### config.mk
export PLATFORM = sky130hd
export DESIGN_NAME = dual_timer
export DESIGN_NICKNAME = d
export VERILOG_FILES = /design/src/timer_pkg.sv /design/src/prescale_tick.sv /design/src/dual_timer.sv
export VERILOG_INCLUDE_DIRS = /design/src /design/src/src
export SDC_FILE = /design/constraint.sdc
export NUM_CORES = 1
export LEC_CHECK = 0
export BUFFER_PORTS_ARGS = -buffer_cell sky130_fd_sc_hd__clkbuf_2
export CAP_MARGIN = 20
export CORE_MARGIN = 2
export CORE_UTILIZATION = 60
export DETAILED_ROUTE_END_ITERATION = 10
export GPL_ROUTABILITY_DRIVEN = 1
export PLACE_DENSITY = 0.81
export SYNTH_ARGS = -nofsm -noshare
export SYNTH_HDL_FRONTEND = slang
export SYNTH_SLANG_ARGS = --single-unit
### constraint.sdc
create_clock -name clk_i -period 3.4 [get_ports clk_i]
set_clock_uncertainty 0.2 [all_clocks]
set_input_delay 0.34 -clock clk_i [delete_from_list [all_inputs] [get_ports clk_i]]
set_output_delay 0.34 -clock clk_i [all_outputs]
set_load 0.02 [all_outputs]
### src/timer_defines.svh
// Constants for the dual timer: register map, field positions, codes.
`ifndef TIMER_DEFINES_SVH
`define TIMER_DEFINES_SVH

// ----------------------------------------------------------------------
// Register word addresses (byte address bits 7:2).
// ----------------------------------------------------------------------
`define TMR_ADR_PRESCALE 6'h00
`define TMR_ADR_CLKSRC 6'h01
`define TMR_ADR_CNT_ONE 6'h02
`define TMR_ADR_CNT_TWO 6'h03
`define TMR_ADR_REG_A 6'h04
`define TMR_ADR_REG_B 6'h05
`define TMR_ADR_MODE_CTRL 6'h06
`define TMR_ADR_IRQ_CTRL 6'h07
`define TMR_ADR_IRQ_CLEAR 6'h08
`define TMR_ADR_IRQ_LINES 6'h09

// ----------------------------------------------------------------------
// Field positions and widths.
// ----------------------------------------------------------------------
`define TMR_PS_W 5
`define TMR_CNT_W 16
`define TMR_CS_W 3
`define TMR_CS1_LSB 0
`define TMR_CS2_LSB 3
`define TMR_MC_MODE_LSB 0
`define TMR_MC_A_EDGE 2
`define TMR_MC_B_EDGE 3
`define TMR_MC_A_EN 4
`define TMR_MC_B_EN 5
`define TMR_MC_A_OUT 6
`define TMR_IC_PEND_LSB 0
`define TMR_IC_IEN_LSB 4

// ----------------------------------------------------------------------
// Codes, reset values and fixed values.
// ----------------------------------------------------------------------
`define TMR_MODE_PWM 2'h0
`define TMR_MODE_CAPTURE 2'h1
`define TMR_MODE_DUAL 2'h2
`define TMR_MODE_SINGLE 2'h3
`define TMR_CS_NONE 3'h0
`define TMR_CS_PRESCALED 3'h1
`define TMR_CS_EVENT 3'h2
`define TMR_CS_ACCUM 3'h3
`define TMR_CS_SLOW 3'h4
`define TMR_CNT_PRESET 16'hFFFF
`define TMR_CNT_ZERO 16'h0000
`define TMR_IRQ_U1_LINE_ONE 8'h0D
`define TMR_IRQ_U1_LINE_TWO 8'h0C
`define TMR_IRQ_U2_LINE_ONE 8'h0B
`define TMR_IRQ_U2_LINE_TWO 8'h0A

`endif

### src/timer_pkg.sv
// Types shared by the dual timer modules.
`default_nettype none
`include "timer_defines.svh"

package timer_pkg;

    // State of the prescaler.
    typedef struct packed {
        logic [`TMR_PS_W-1:0] count;
    } prescale_state_s;

    // State of the timer unit.
    typedef struct packed {
        logic [`TMR_PS_W-1:0] prescale;
        logic [`TMR_CS_W-1:0] cs_one;
        logic [`TMR_CS_W-1:0] cs_two;
        logic [`TMR_CNT_W-1:0] counter_one;
        logic [`TMR_CNT_W-1:0] counter_two;
        logic [`TMR_CNT_W-1:0] reg_a;
        logic [`TMR_CNT_W-1:0] reg_b;
        logic [1:0] mode;
        logic a_edge;
        logic b_edge;
        logic a_en;
        logic b_en;
        logic a_out;
        logic [3:0] pending;
        logic [3:0] irq_en;
        logic reload_b;
        logic pin_a_prev;
        logic pin_b_prev;
        logic slow_prev;
        logic ack;
        logic [31:0] rdata;
    } timer_state_s;

endpackage : timer_pkg

`default_nettype wire

### src/prescale_tick.sv
// Prescaler that pulses once every div_i+1 clocks.
`default_nettype none
`include "timer_defines.svh"

module prescale_tick
    import timer_pkg::*;
(
    input wire logic clk_i, // System clock.
    input wire logic rst_i, // Synchronous reset, active high.
    input wire logic ce_i, // Clock enable; freezes state when low.
    input wire logic [`TMR_PS_W-1:0] div_i, // Divide value minus one.
    output logic tick_o // One-cycle pulse at the divided rate.
);

    prescale_state_s s_reg;
    prescale_state_s s_next;

    // A value of zero ticks every clock, 31 every 32nd clock.
    assign tick_o = ce_i && (s_reg.count >= div_i);

    // Count up and restart after the tick.
    always_comb begin
        s_next = s_reg;
        if (tick_o) begin
            s_next.count = '0;
        end else begin
            s_next.count = s_reg.count + 1'b1;
        end
    end

    // State register.
    always_ff @(posedge clk_i) begin
        if (rst_i) begin
            s_reg <= '0;
        end else if (ce_i) begin
            s_reg <= s_next;
        end
    end

endmodule : prescale_tick

`default_nettype wire

### src/dual_timer.sv
// Dual 16-bit multi-function timer with a classic Wishbone slave.
//
// What this block does
// - A, B, C share line one; D drives two.
// - Each source has enable and pending bit.
// - Unit one lines 13/12, unit two 11/10.
// - Mode 1: reloads A/B, counter two underflow D.
// - Mode 2: captures A/B, underflows C and D.
// - Mode 3: reload A sets A, counter-two reload D.
// - Mode 4: reload A, capture B, underflow D.
// - Enabled pin A toggles on counter-one underflow.
// - Pin A starts at the output-data bit.
// - Toggle output only in modes 1, 3, 4.
// - Mode 2 pin-A edge captures, optionally presets.
// - Modes 2 and 4: pin-B edge captures counter, optionally presets it.
// - Preset loads all ones after the capture.
// - Modes 1 and 3: pin B is clock input.
// - Prescaler holds five bits, cleared by reset.
// - Prescaled clock divides by value plus one.
// - Three-bit clock source field per counter.
// - Source codes 1 to 4 start counter; 0 and 5 to 7 stop.
// - Reset clears clock sources, stopping both counters.
// - Slow-clock code counts the external slow clock.
// - Two-bit mode field selects modes 1 to 4.
// - Events set pending; only clear register clears.
`default_nettype none
`include "timer_defines.svh"

module dual_timer
    import timer_pkg::*;
#(
    parameter bit UNIT_TWO = 1'b0 // Second unit's line numbers.
) (
    input wire logic clk_i, // System clock, 40 MHz.
    input wire logic rst_i, // Synchronous reset, active high.
    input wire logic ce_i, // Clock enable; freezes all state when low.
    input wire logic cyc_i, // Wishbone cycle.
    input wire logic stb_i, // Wishbone strobe.
    input wire logic we_i, // Wishbone write enable.
    input wire logic [7:0] adr_i, // Wishbone byte address.
    input wire logic [3:0] sel_i, // Wishbone byte lane selects.
    input wire logic [31:0] dat_i, // Wishbone write data.
    output logic [31:0] dat_o, // Wishbone read data.
    output logic ack_o, // Wishbone acknowledge.
    input wire logic pin_a_i, // Level on timer pin A.
    output logic pin_a_o, // Drive level for timer pin A.
    output logic pin_a_oe_n_o, // Pin A output enable, low while driving.
    input wire logic pin_b_i, // Level on timer pin B.
    input wire logic slow_clk_i, // External slow clock, sampled.
    output logic irq_one_o, // Interrupt line one (sources A, B, C).
    output logic irq_two_o // Interrupt line two (source D).
);

    // ------------------------------------------------------------------
    // Helper functions.
    // ------------------------------------------------------------------

    // True when a pin moved in the chosen direction.
    function automatic logic edge_seen(input logic prev, input logic cur,
                                       input logic rising);
        edge_seen = rising ? (cur && !prev) : (!cur && prev);
    endfunction : edge_seen

    // Count enable for one counter from its clock-source code.
    function automatic logic clk_tick(input logic [`TMR_CS_W-1:0] cs,
                                      input logic pin_b_ok,
                                      input logic ps_tick,
                                      input logic b_evt,
                                      input logic b_lvl_ok,
                                      input logic slow_evt);
        clk_tick = 1'b0;
        case (cs)
            `TMR_CS_PRESCALED: clk_tick = ps_tick;
            `TMR_CS_EVENT: clk_tick = pin_b_ok && b_evt;
            `TMR_CS_ACCUM: clk_tick = pin_b_ok && b_lvl_ok && ps_tick;
            `TMR_CS_SLOW: clk_tick = slow_evt;
            default: clk_tick = 1'b0;
        endcase
    endfunction : clk_tick

    // Merge a write into a 16-bit register by byte lane.
    function automatic logic [`TMR_CNT_W-1:0] put16(
        input logic [`TMR_CNT_W-1:0] old,
        input logic [31:0] wd,
        input logic [3:0] sel);
        put16 = old;
        if (sel[0]) begin
            put16[7:0] = wd[7:0];
        end
        if (sel[1]) begin
            put16[15:8] = wd[15:8];
        end
    endfunction : put16

    // ------------------------------------------------------------------
    // State and derived signals.
    // ------------------------------------------------------------------
    timer_state_s s_reg;
    timer_state_s s_next;
    logic ps_tick;
    logic is_pwm;
    logic is_cap;
    logic is_dual;
    logic is_single;
    logic pin_b_clk_ok;
    logic a_evt;
    logic b_evt;
    logic slow_evt;
    logic tick_one;
    logic tick_two;
    logic uf_one;
    logic uf_two;
    logic a_drive;
    logic [3:0] events;
    logic [7:0] line_one_num;
    logic [7:0] line_two_num;

    // Prescaler shared by both counters.
    prescale_tick u_prescale (
        .clk_i (clk_i),
        .rst_i (rst_i),
        .ce_i (ce_i),
        .div_i (s_reg.prescale),
        .tick_o (ps_tick)
    );

    // Mode decode.
    assign is_pwm = (s_reg.mode == `TMR_MODE_PWM);
    assign is_cap = (s_reg.mode == `TMR_MODE_CAPTURE);
    assign is_dual = (s_reg.mode == `TMR_MODE_DUAL);
    assign is_single = (s_reg.mode == `TMR_MODE_SINGLE);

    // Pin B is a clock input only in the two timer modes.
    assign pin_b_clk_ok = is_pwm || is_dual;

    // Edge events on the pins and the slow clock.
    assign a_evt = edge_seen(s_reg.pin_a_prev, pin_a_i, s_reg.a_edge);
    assign b_evt = edge_seen(s_reg.pin_b_prev, pin_b_i, s_reg.b_edge);
    assign slow_evt = slow_clk_i && !s_reg.slow_prev;

    // Count enables; a zero source code holds a counter still.
    assign tick_one = clk_tick(s_reg.cs_one, pin_b_clk_ok, ps_tick, b_evt,
                               pin_b_i == s_reg.b_edge, slow_evt);
    assign tick_two = clk_tick(s_reg.cs_two, pin_b_clk_ok, ps_tick, b_evt,
                               pin_b_i == s_reg.b_edge, slow_evt);

    // Underflow is a tick while the count is zero.
    assign uf_one = tick_one && (s_reg.counter_one == `TMR_CNT_ZERO);
    assign uf_two = tick_two && (s_reg.counter_two == `TMR_CNT_ZERO);

    // Interrupt source events per mode.
    assign events[0] = ((is_pwm && !s_reg.reload_b) && uf_one)
                       || (is_cap && a_evt)
                       || ((is_dual || is_single) && uf_one);
    assign events[1] = ((is_pwm && s_reg.reload_b) && uf_one)
                       || ((is_cap || is_single) && b_evt);
    assign events[2] = is_cap && uf_one;
    assign events[3] = uf_two;

    // Pin A drives only when enabled outside capture mode.
    assign a_drive = s_reg.a_en && !is_cap;

    // Line numbers for this unit.
    assign line_one_num = UNIT_TWO ? `TMR_IRQ_U2_LINE_ONE : `TMR_IRQ_U1_LINE_ONE;
    assign line_two_num = UNIT_TWO ? `TMR_IRQ_U2_LINE_TWO : `TMR_IRQ_U1_LINE_TWO;

    // ------------------------------------------------------------------
    // Next-state logic.
    // ------------------------------------------------------------------
    always_comb begin
        logic wr;
        logic [3:0] clr;
        logic [3:0] sw_set;
        wr = 1'b0;
        clr = 4'h0;
        sw_set = 4'h0;
        s_next = s_reg;
        s_next.pin_a_prev = pin_a_i;
        s_next.pin_b_prev = pin_b_i;
        s_next.slow_prev = slow_clk_i;

        // Counter one: count, reload or wrap on underflow.
        if (tick_one) begin
            if (uf_one) begin
                if (is_pwm) begin
                    s_next.counter_one = s_reg.reload_b ? s_reg.reg_b : s_reg.reg_a;
                    s_next.reload_b = !s_reg.reload_b;
                end else if (is_cap) begin
                    s_next.counter_one = `TMR_CNT_PRESET;
                end else begin
                    s_next.counter_one = s_reg.reg_a;
                end
            end else begin
                s_next.counter_one = s_reg.counter_one - 1'b1;
            end
        end

        // Counter two: reloads from register B only in dual mode.
        if (tick_two) begin
            if (uf_two && is_dual) begin
                s_next.counter_two = s_reg.reg_b;
            end else begin
                s_next.counter_two = s_reg.counter_two - 1'b1;
            end
        end

        // Pin A toggle on each counter-one underflow.
        if (uf_one && a_drive) begin
            s_next.a_out = !s_reg.a_out;
        end

        // Capture from pin A, then optional preset.
        if (is_cap && a_evt) begin
            s_next.reg_a = s_reg.counter_one;
            if (s_reg.a_en) begin
                s_next.counter_one = `TMR_CNT_PRESET;
            end
        end

        // Capture from pin B into register B, then optional preset.
        if (is_cap && b_evt) begin
            s_next.reg_b = s_reg.counter_one;
            if (s_reg.b_en) begin
                s_next.counter_one = `TMR_CNT_PRESET;
            end
        end else if (is_single && b_evt) begin
            s_next.reg_b = s_reg.counter_two;
            if (s_reg.b_en) begin
                s_next.counter_two = `TMR_CNT_PRESET;
            end
        end

        // Bus handshake: ack one cycle after the request.
        s_next.ack = cyc_i && stb_i && !s_reg.ack;
        wr = cyc_i && stb_i && we_i && s_reg.ack;

        // Read data is registered to stand with ack.
        s_next.rdata = 32'h0000_0000;
        if (cyc_i && stb_i && !s_reg.ack && !we_i) begin
            unique case (adr_i[7:2])
                `TMR_ADR_PRESCALE: s_next.rdata[`TMR_PS_W-1:0] = s_reg.prescale;
                `TMR_ADR_CLKSRC: s_next.rdata[5:0] = {s_reg.cs_two, s_reg.cs_one};
                `TMR_ADR_CNT_ONE: s_next.rdata[15:0] = s_reg.counter_one;
                `TMR_ADR_CNT_TWO: s_next.rdata[15:0] = s_reg.counter_two;
                `TMR_ADR_REG_A: s_next.rdata[15:0] = s_reg.reg_a;
                `TMR_ADR_REG_B: s_next.rdata[15:0] = s_reg.reg_b;
                `TMR_ADR_MODE_CTRL: s_next.rdata[6:0] = {s_reg.a_out, s_reg.b_en,
                    s_reg.a_en, s_reg.b_edge, s_reg.a_edge, s_reg.mode};
                `TMR_ADR_IRQ_CTRL: s_next.rdata[7:0] = {s_reg.irq_en, s_reg.pending};
                `TMR_ADR_IRQ_LINES: s_next.rdata[15:0] = {line_two_num, line_one_num};
                default: s_next.rdata = 32'h0000_0000;
            endcase
        end

        // Register writes; software has the last word on the counters
        // and on the pin A level.
        if (wr && sel_i[0]) begin
            unique case (adr_i[7:2])
                `TMR_ADR_PRESCALE: s_next.prescale = dat_i[`TMR_PS_W-1:0];
                `TMR_ADR_CLKSRC: begin
                    s_next.cs_one = dat_i[`TMR_CS1_LSB +: `TMR_CS_W];
                    s_next.cs_two = dat_i[`TMR_CS2_LSB +: `TMR_CS_W];
                end
                `TMR_ADR_MODE_CTRL: begin
                    s_next.mode = dat_i[`TMR_MC_MODE_LSB +: 2];
                    s_next.a_edge = dat_i[`TMR_MC_A_EDGE];
                    s_next.b_edge = dat_i[`TMR_MC_B_EDGE];
                    s_next.a_en = dat_i[`TMR_MC_A_EN];
                    s_next.b_en = dat_i[`TMR_MC_B_EN];
                    s_next.a_out = dat_i[`TMR_MC_A_OUT];
                end
                `TMR_ADR_IRQ_CTRL: begin
                    s_next.irq_en = dat_i[`TMR_IC_IEN_LSB +: 4];
                    sw_set = dat_i[`TMR_IC_PEND_LSB +: 4];
                end
                `TMR_ADR_IRQ_CLEAR: clr = dat_i[3:0];
                default: begin
                end
            endcase
        end
        if (wr) begin
            unique case (adr_i[7:2])
                `TMR_ADR_CNT_ONE: s_next.counter_one = put16(s_reg.counter_one, dat_i, sel_i);
                `TMR_ADR_CNT_TWO: s_next.counter_two = put16(s_reg.counter_two, dat_i, sel_i);
                `TMR_ADR_REG_A: s_next.reg_a = put16(s_reg.reg_a, dat_i, sel_i);
                `TMR_ADR_REG_B: s_next.reg_b = put16(s_reg.reg_b, dat_i, sel_i);
                default: begin
                end
            endcase
        end

        // Pending flags: events set regardless of enable and beat
        // a clear; writing zero never clears.
        s_next.pending = ((s_reg.pending | sw_set) & ~clr) | events;
    end

    // ------------------------------------------------------------------
    // State register.
    // ------------------------------------------------------------------
    always_ff @(posedge clk_i) begin
        if (rst_i) begin
            s_reg <= '0;
        end else if (ce_i) begin
            s_reg <= s_next;
        end
    end

    // ------------------------------------------------------------------
    // Outputs.
    // ------------------------------------------------------------------
    assign dat_o = s_reg.rdata;
    assign ack_o = s_reg.ack;
    assign pin_a_o = s_reg.a_out;
    assign pin_a_oe_n_o = !a_drive;

    // Group the sources onto the two lines.
    assign irq_one_o = |(s_reg.pending[2:0] & s_reg.irq_en[2:0]);
    assign irq_two_o = s_reg.pending[3] && s_reg.irq_en[3];

endmodule : dual_timer

`default_nettype wire

==> impl_results.md, run 1 <==
- Status: finished clean
- Register clock-pin slew on the reported worst setup and hold paths: 60 ps
- Leak: 3.18 nW
- Asr flop ratio synth: 0%
- Post-Synth Adder-Cell Area: approximately 1.2%
- Multi-input logic area: 4970 µm²
- Ys Warns: 0
- Largest register FFs: 93
- DR WL met3: about 3.4 mm
- Top-area cell type share of the netlist area: 28.9%
- # Max-Cap Violations: 0
- Hpwl dp: roughly 19 mm
- TNS Setup: 0 ps
- Period utilization: 89.9%
- Vias in the first global route: 7549
- Placed Area: 8190 µm²
- Die Height: 120 µm
- R2R depth: 10
- Sequential-to-total area share from yosys stat: between 20% and 30%
- Yosys top cell by area: dfxtp_1
- WP data arrival: 3170 ps
- Final Hold Violating Endpoints: 0
- Wl on met1: 10.5 mm
- Synth Register Bits: 116
- Placer Congestion: 0.951
- Final Net Count: roughly 1100
- DIE AREA: ~14000 µm²
- Overall Power: 3.34 mW
- Die Wd: 120 µm
- Fillers: 1140
- Num CTS Buffers: 17
- Core area: 13200 µm²
- Io pins: 90
- Drt pass-1 iters: 9
- Clk Latency, worst-skew pair: 430 ps
- Setup CP Type: reg2reg
- Htree depth: 4
- N_diodes: 0
- Avg WL per Cell: around 21 µm
- Max_slew headroom: between 40% and 50%
- CTS Sinks: between 100 and 150
- Max IR drop VDD: between 0.3 and 0.4 mV
- Critical Path End: s_reg[115]
- Top cell by count, worst path: a31oi_1
- R2R Path Start: u_prescale.s_reg[0]
- Synthesis-to-layout area growth: 8.71%
- Most frequent cells in the layout: nor2_1, dfxtp_1, a21oi_1
- Seq. cell area: roughly 2300 µm²
- Synth Area in Compound Gates: between 20% and 30%
- Cell area after synthesis: 8040 µm²
- # DRC: 0
- Initial core utilization: 61.0%
- Final setup fails: 0
- Antenna Nets Post-Route: 0
- Vias per std cell: 6.92
- Worst hold slack: 25.9 ps
- Share of cells above drive strength 1: 15.2%
- Row cnt: 42
- Startpoint types: flop
- R2R Setup Slk: 340 ps
- TritonCTS clock tree: built
- Unrepaired setup endpoints after global routing: false
- Final instance area: just under 9000 µm²
- FF-to-FF End: s_reg[115]
- First-pass GRT wire length: ~42 mm
- Post-synth EDFFs: 0
- Slew Limit Fails: 0
- CP max-delay cell: nor3_1
- Cell Pwr Density: 382 nW/µm²
- Most used flip-flop cell after synthesis: dfxtp_1
- Mux cell area share after synthesis: 8.20%
- Core Util, Final: 66.3%
- Pin count of the biggest net entering global routing: 73
- Initial antenna violation count: 0
- CTS root buffer: clkbuf_16
- Crit end category: flop
- Crit path required time: 3520 ps
- Via count: 8485
- Port Buffers: 53
- Total GRT Usage: approximately 37%
- Post_cts resized: 0
- Crit. Startpoint: u_prescale.s_reg[0]
- Top cells by area, synth: dfxtp_1, nor2_1, mux2i_1, a21oi_1, a211oi_1
- Critical-path cell list: inv_1, ha_1, nand2b_1, a31oi_1, o22ai_1, a32oi_1, buf_4, nor3_1, a31oi_1, a32o_1
- DR WL met2: 11.2 mm
- Post-synthesis xor/xnor area fraction: less than 1%
- Simple-gate share of the synthesized area: 21.7%
- Max Clock Freq: approximately 330 MHz
- Commonest non-fill, non-tap cell in the layout: nor2_1
- CTS Buffer Depth: 2
- HP Class: in2reg
- CP max FO: 21
- Iter 0 DRT Violations: 1606
- Mapped Cells: about 1000
- Highest Signal Layer: met4
- CP max stage delay: 530 ps
- Final WL: 26.2 mm
- Mean Syn Cell Area: 7.79 µm²
- Crit path time final: 3060 ps
- Total grt overflow: 0
- Worst-margin pin slew: 868 ps
- Largest family of logic cells by synthesized area: compound AO/OA/AOI/OAI gates
- Post-synth cell types: 92
## repair_timing
item | 4_1_cts | 5_1_grt
endpoints found under the hold margin | 2 | 0
setup buffers | 0 | 0
hold buffers | 2 | 0
## power breakdown
group	total [mW]	internal (mW)	switching (mW)
sequential	1.39	1.37	0.0161
clock	1.65	1.04	0.609
combinational	0.307	0.0898	0.217
## layer usage
metal | vias to the layer above | track usage [%]
met5 | - | 0
met4 | 0 | 15.7
met3 | 128 | 9.93
met2 | 665 | 54.6
met1 | 3869 | 51.8
li1 | 3823 | -
## cells by family (layout without fill, tap and decap cells)
family,Yosys count,after routing
fa+ha+maj,8,8
other cells,1,16
flops,116,116
compound gates,338,338
simple gates,346,346
buf+inv,155,159
mux,60,60
xor+xnor,8,8
## critical path: cells and delay by family (launching register included)
kind / cells / cell delay [ps]
AO/OA/AOI/OAI: 5 / 1140
AND/OR/NAND/NOR: 2 / 620
flip-flops: 1 / 400
buffers and inverters: 2 / 320
adder cells (fa/ha/maj): 1 / 260
## how the worst min path moves through the flow
stage                   from        end  slack (ps)  depth (start not counted)
detailed placement  dat_o[3]   dat_o[3]         260                          2
global route         pin_b_i  s_reg[34]          60                          3
floorplan           dat_o[2]   dat_o[2]         250                          2
finish               pin_b_i  s_reg[34]          30                          3
global placement    dat_o[5]   dat_o[5]         250                          2
CTS                  pin_b_i  s_reg[34]          20                          3
## Yosys cell counts, types with 28 or more instances
cell type	number
a21oi_1	93
inv_1	32
dfxtp_1	116
nor3_1	37
clkbuf_1	65
nor2_1	153
nand2_1	48
mux2i_1	49
buf_4	33
a22oi_1	28
o21ai_0	36
a211oi_1	33
## layout make-up
type | count | share of cell area [%]
clock buffers | 28 | 5.57
clock inverters | 4 | 0.544
inverters | 34 | 1.46
multi-input cells | 776 | 56.8
flip-flops and latches | 116 | 26.6
well taps | 176 | 2.52
repair buffers | 93 | 6.52
## through the flow
| step | cells | worst slack, ps |
|---|---|---|
| 2_1_floorplan | 1047 | 869 |
| 3_3_place_gp | 1193 | 468 |
| 3_5_place_dp | 1193 | 415 |
| 4_1_cts | 1227 | 407 |
| 5_1_grt | 1227 | 171 |
| 6_report | 1227 | 343 |
Note: power is estimated with default switching activity, not from simulation.
==> inputs of run 2 (changes only) <==
--- a/config.mk
+++ b/config.mk
@@ -8,11 +8,13 @@
 export LEC_CHECK = 0
 export BUFFER_PORTS_ARGS = -buffer_cell sky130_fd_sc_hd__clkbuf_2
 export CAP_MARGIN = 20
+export CELL_PAD_IN_SITES_DETAIL_PLACEMENT = 1
+export CELL_PAD_IN_SITES_GLOBAL_PLACEMENT = 1
 export CORE_MARGIN = 2
-export CORE_UTILIZATION = 60
+export CORE_UTILIZATION = 44
 export DETAILED_ROUTE_END_ITERATION = 10
 export GPL_ROUTABILITY_DRIVEN = 1
-export PLACE_DENSITY = 0.81
+export PLACE_DENSITY_LB_ADDON = 0.1
 export SYNTH_ARGS = -nofsm -noshare
 export SYNTH_HDL_FRONTEND = slang
 export SYNTH_SLANG_ARGS = --single-unit
==> impl_results.md, run 2 (same netlist as run 1, synthesis figures left out) <==
- Leak: 3.26 nW (+2.3%)
- Highest Signal Layer: met4
- DR WL met3: 2.70 mm (-22%)
- Vias in the first global route: 8123 (+7.6%)
- Die Height: 139 µm (+16%)
- Total GRT Usage: 32.3% (-5.0 points)
- CP max FO: 5 (-76%)
- Synthesis-to-layout area growth: 11.3%
- First-pass GRT wire length: 48.6 mm (+17%)
- Most frequent cells in the layout: nor2_1, dfxtp_1, a21oi_1
- Largest register FFs: 93 (unchanged)
- Port Buffers: 53 (unchanged)
- Final worst slack: 326 ps (-17.4 ps)
- Max Clock Freq: 325 MHz (-0.57%)
- Crit path time final: 3070 ps (+17.4 ps)
- R2R Setup Slk: 330 ps (-20 ps)
- TritonCTS clock tree: built
- Register clock-pin slew on the reported worst setup and hold paths: 60 ps (about the same)
- Io pins: 90 (unchanged)
- Avg WL per Cell: 24.5 µm (+15%)
- Via count: 8461 (-0.28%)
- Placed Area: 8340 µm² (+1.8%)
- Placed cell count: 1257 (+5.4%)
- Max IR drop VDD: 0.515 mV (+61%)
- Htree depth: 4 (unchanged)
- Core Util, Final: 49.9% (-16 points)
- TNS Setup: 0 ps (unchanged)
- Post_cts resized: 0 (unchanged)
- Core area: 18000 µm² (+36%)
- Final Net Count: 1110 (+1.0%)
- CTS Sinks: 116 (unchanged)
- Unrepaired setup endpoints after global routing: false
- N_diodes: 0 (unchanged)
- Cell Pwr Density: 396 nW/µm² (+3.7%)
- Final setup fails: 0 (unchanged)
- DIE AREA: 19400 µm² (+35%)
- Initial core utilization: 44.8% (-16 points)
- HP Class: in2reg
- Startpoint types: flop
- Status: finished clean
- Crit path required time: 3530 ps (about the same)
- CTS root buffer: clkbuf_16
- Vias per std cell: 6.55 (-5.2%)
- Pin count of the biggest net entering global routing: 90 (+23%)
- Hpwl dp: 22.7 mm (+22%)
- Clk Latency, worst-skew pair: 430 ps (about the same)
- Slew Limit Fails: 0 (unchanged)
- Setup WS pre-CTS: 397 ps (-17.4 ps)
- Die Wd: 139 µm (+16%)
- Share of cells above drive strength 1: 16.9% (+1.7 points)
- Num CTS Buffers: 17 (unchanged)
- # DRC: 0 (unchanged)
- Antenna Nets Post-Route: 0 (unchanged)
- WP data arrival: 3200 ps (+30 ps)
- Final std cells w/o fill: 1291 (+5.2%)
- Commonest non-fill, non-tap cell in the layout: nor2_1
- CTS Buffer Depth: 2 (unchanged)
- Total grt overflow: 0 (unchanged)
- Setup CP Type: reg2reg
- Placer Congestion: 0.912 (-4.1%)
- Crit end category: flop
- DR WL met2: 13.7 mm (+22%)
- Drt pass-1 iters: 6 (-3)
- Row cnt: 49 (+17%)
- Final Hold Violating Endpoints: 0 (unchanged)
- Max_slew headroom: 26.9% (-15 points)
- Period utilization: 90.4% (+0.51 points)
- Final WL: 31.6 mm (+21%)
- Iter 0 DRT Violations: 898 (-44%)
- # Max-Cap Violations: 0 (unchanged)
- Wl on met1: 14.4 mm (+36%)
- Initial antenna violation count: 0 (unchanged)
- Final instance area: 8960 µm² (+2.4%)
- Worst-margin pin slew: 1100 ps (+229 ps)
==> run 2: changes by cell type in the layout (fill, tap and decap cells not counted), sizes merged <==
cell	change
buf	+11
clkbuf	-10
clkinvlp	+4
clkinv	+3
inv	+2
bufinv	+1
==> run 2: what timing repair did <==
item,CTS,global route
hold buffers,2,0
endpoints found under the hold margin,2,0
endpoints found under the setup margin,0,0
buffers inserted,0,0
==> run 2: through the flow <==
stage          hold slack [ps]  total power, mW
4_1_cts                   9.47             3.55
3_5_place_dp               263             1.74
6_report                  19.2             3.55
5_1_grt                   23.6             3.64
3_3_place_gp               252             1.73
2_1_floorplan              246             1.63
==> run 2: area by class of cell <==
class,instances,area [µm²]
Timing Repair Buffer,104,656
Clock inverter,14,155
Tap cell,229,287
Multi-Input combinational cell,776,4970
Clock buffer,18,439
Inverter,34,128
Fill cell,2222,9010
Sequential cell,116,2320
==> run 2: routing by layer <==
layer | global-route usage, % | vias to the layer above
met2 | 48.3 | 420
met4 | 10.6 | 0
li1 | - | 3848
met3 | 5.64 | 67
met1 | 47.1 | 4126
met5 | 0 | -
==> run 2: final timing paths <==
check / start / end / cells past startpoint
max: u_prescale.s_reg[0] / s_reg[41] / 9
min: rst_i / s_reg[102] / 3
max reg2reg: u_prescale.s_reg[0] / s_reg[41] / 9
min reg2reg: dat_o[3] / dat_o[3] / 2
==> run 2: critical path, cell delays in order, from the launching register on <==
cell and delay (ps):
dfxtp_1 400, inv_1 70, ha_1 270, nand2b_1 90
a31oi_1 90, o22ai_1 460, a32oi_1 260, nor3_1 700
o21ai_0 210, a211oi_1 230
==> run 2: power by group <==
group	switching (mW)	total [mW]	internal [mW]	leakage, nW
clock network	0.726	1.83	1.10	0.275
logic	0.238	0.335	0.0965	2.05
registers	0.0155	1.38	1.37	0.936
total	0.980	3.55	2.57	3.26
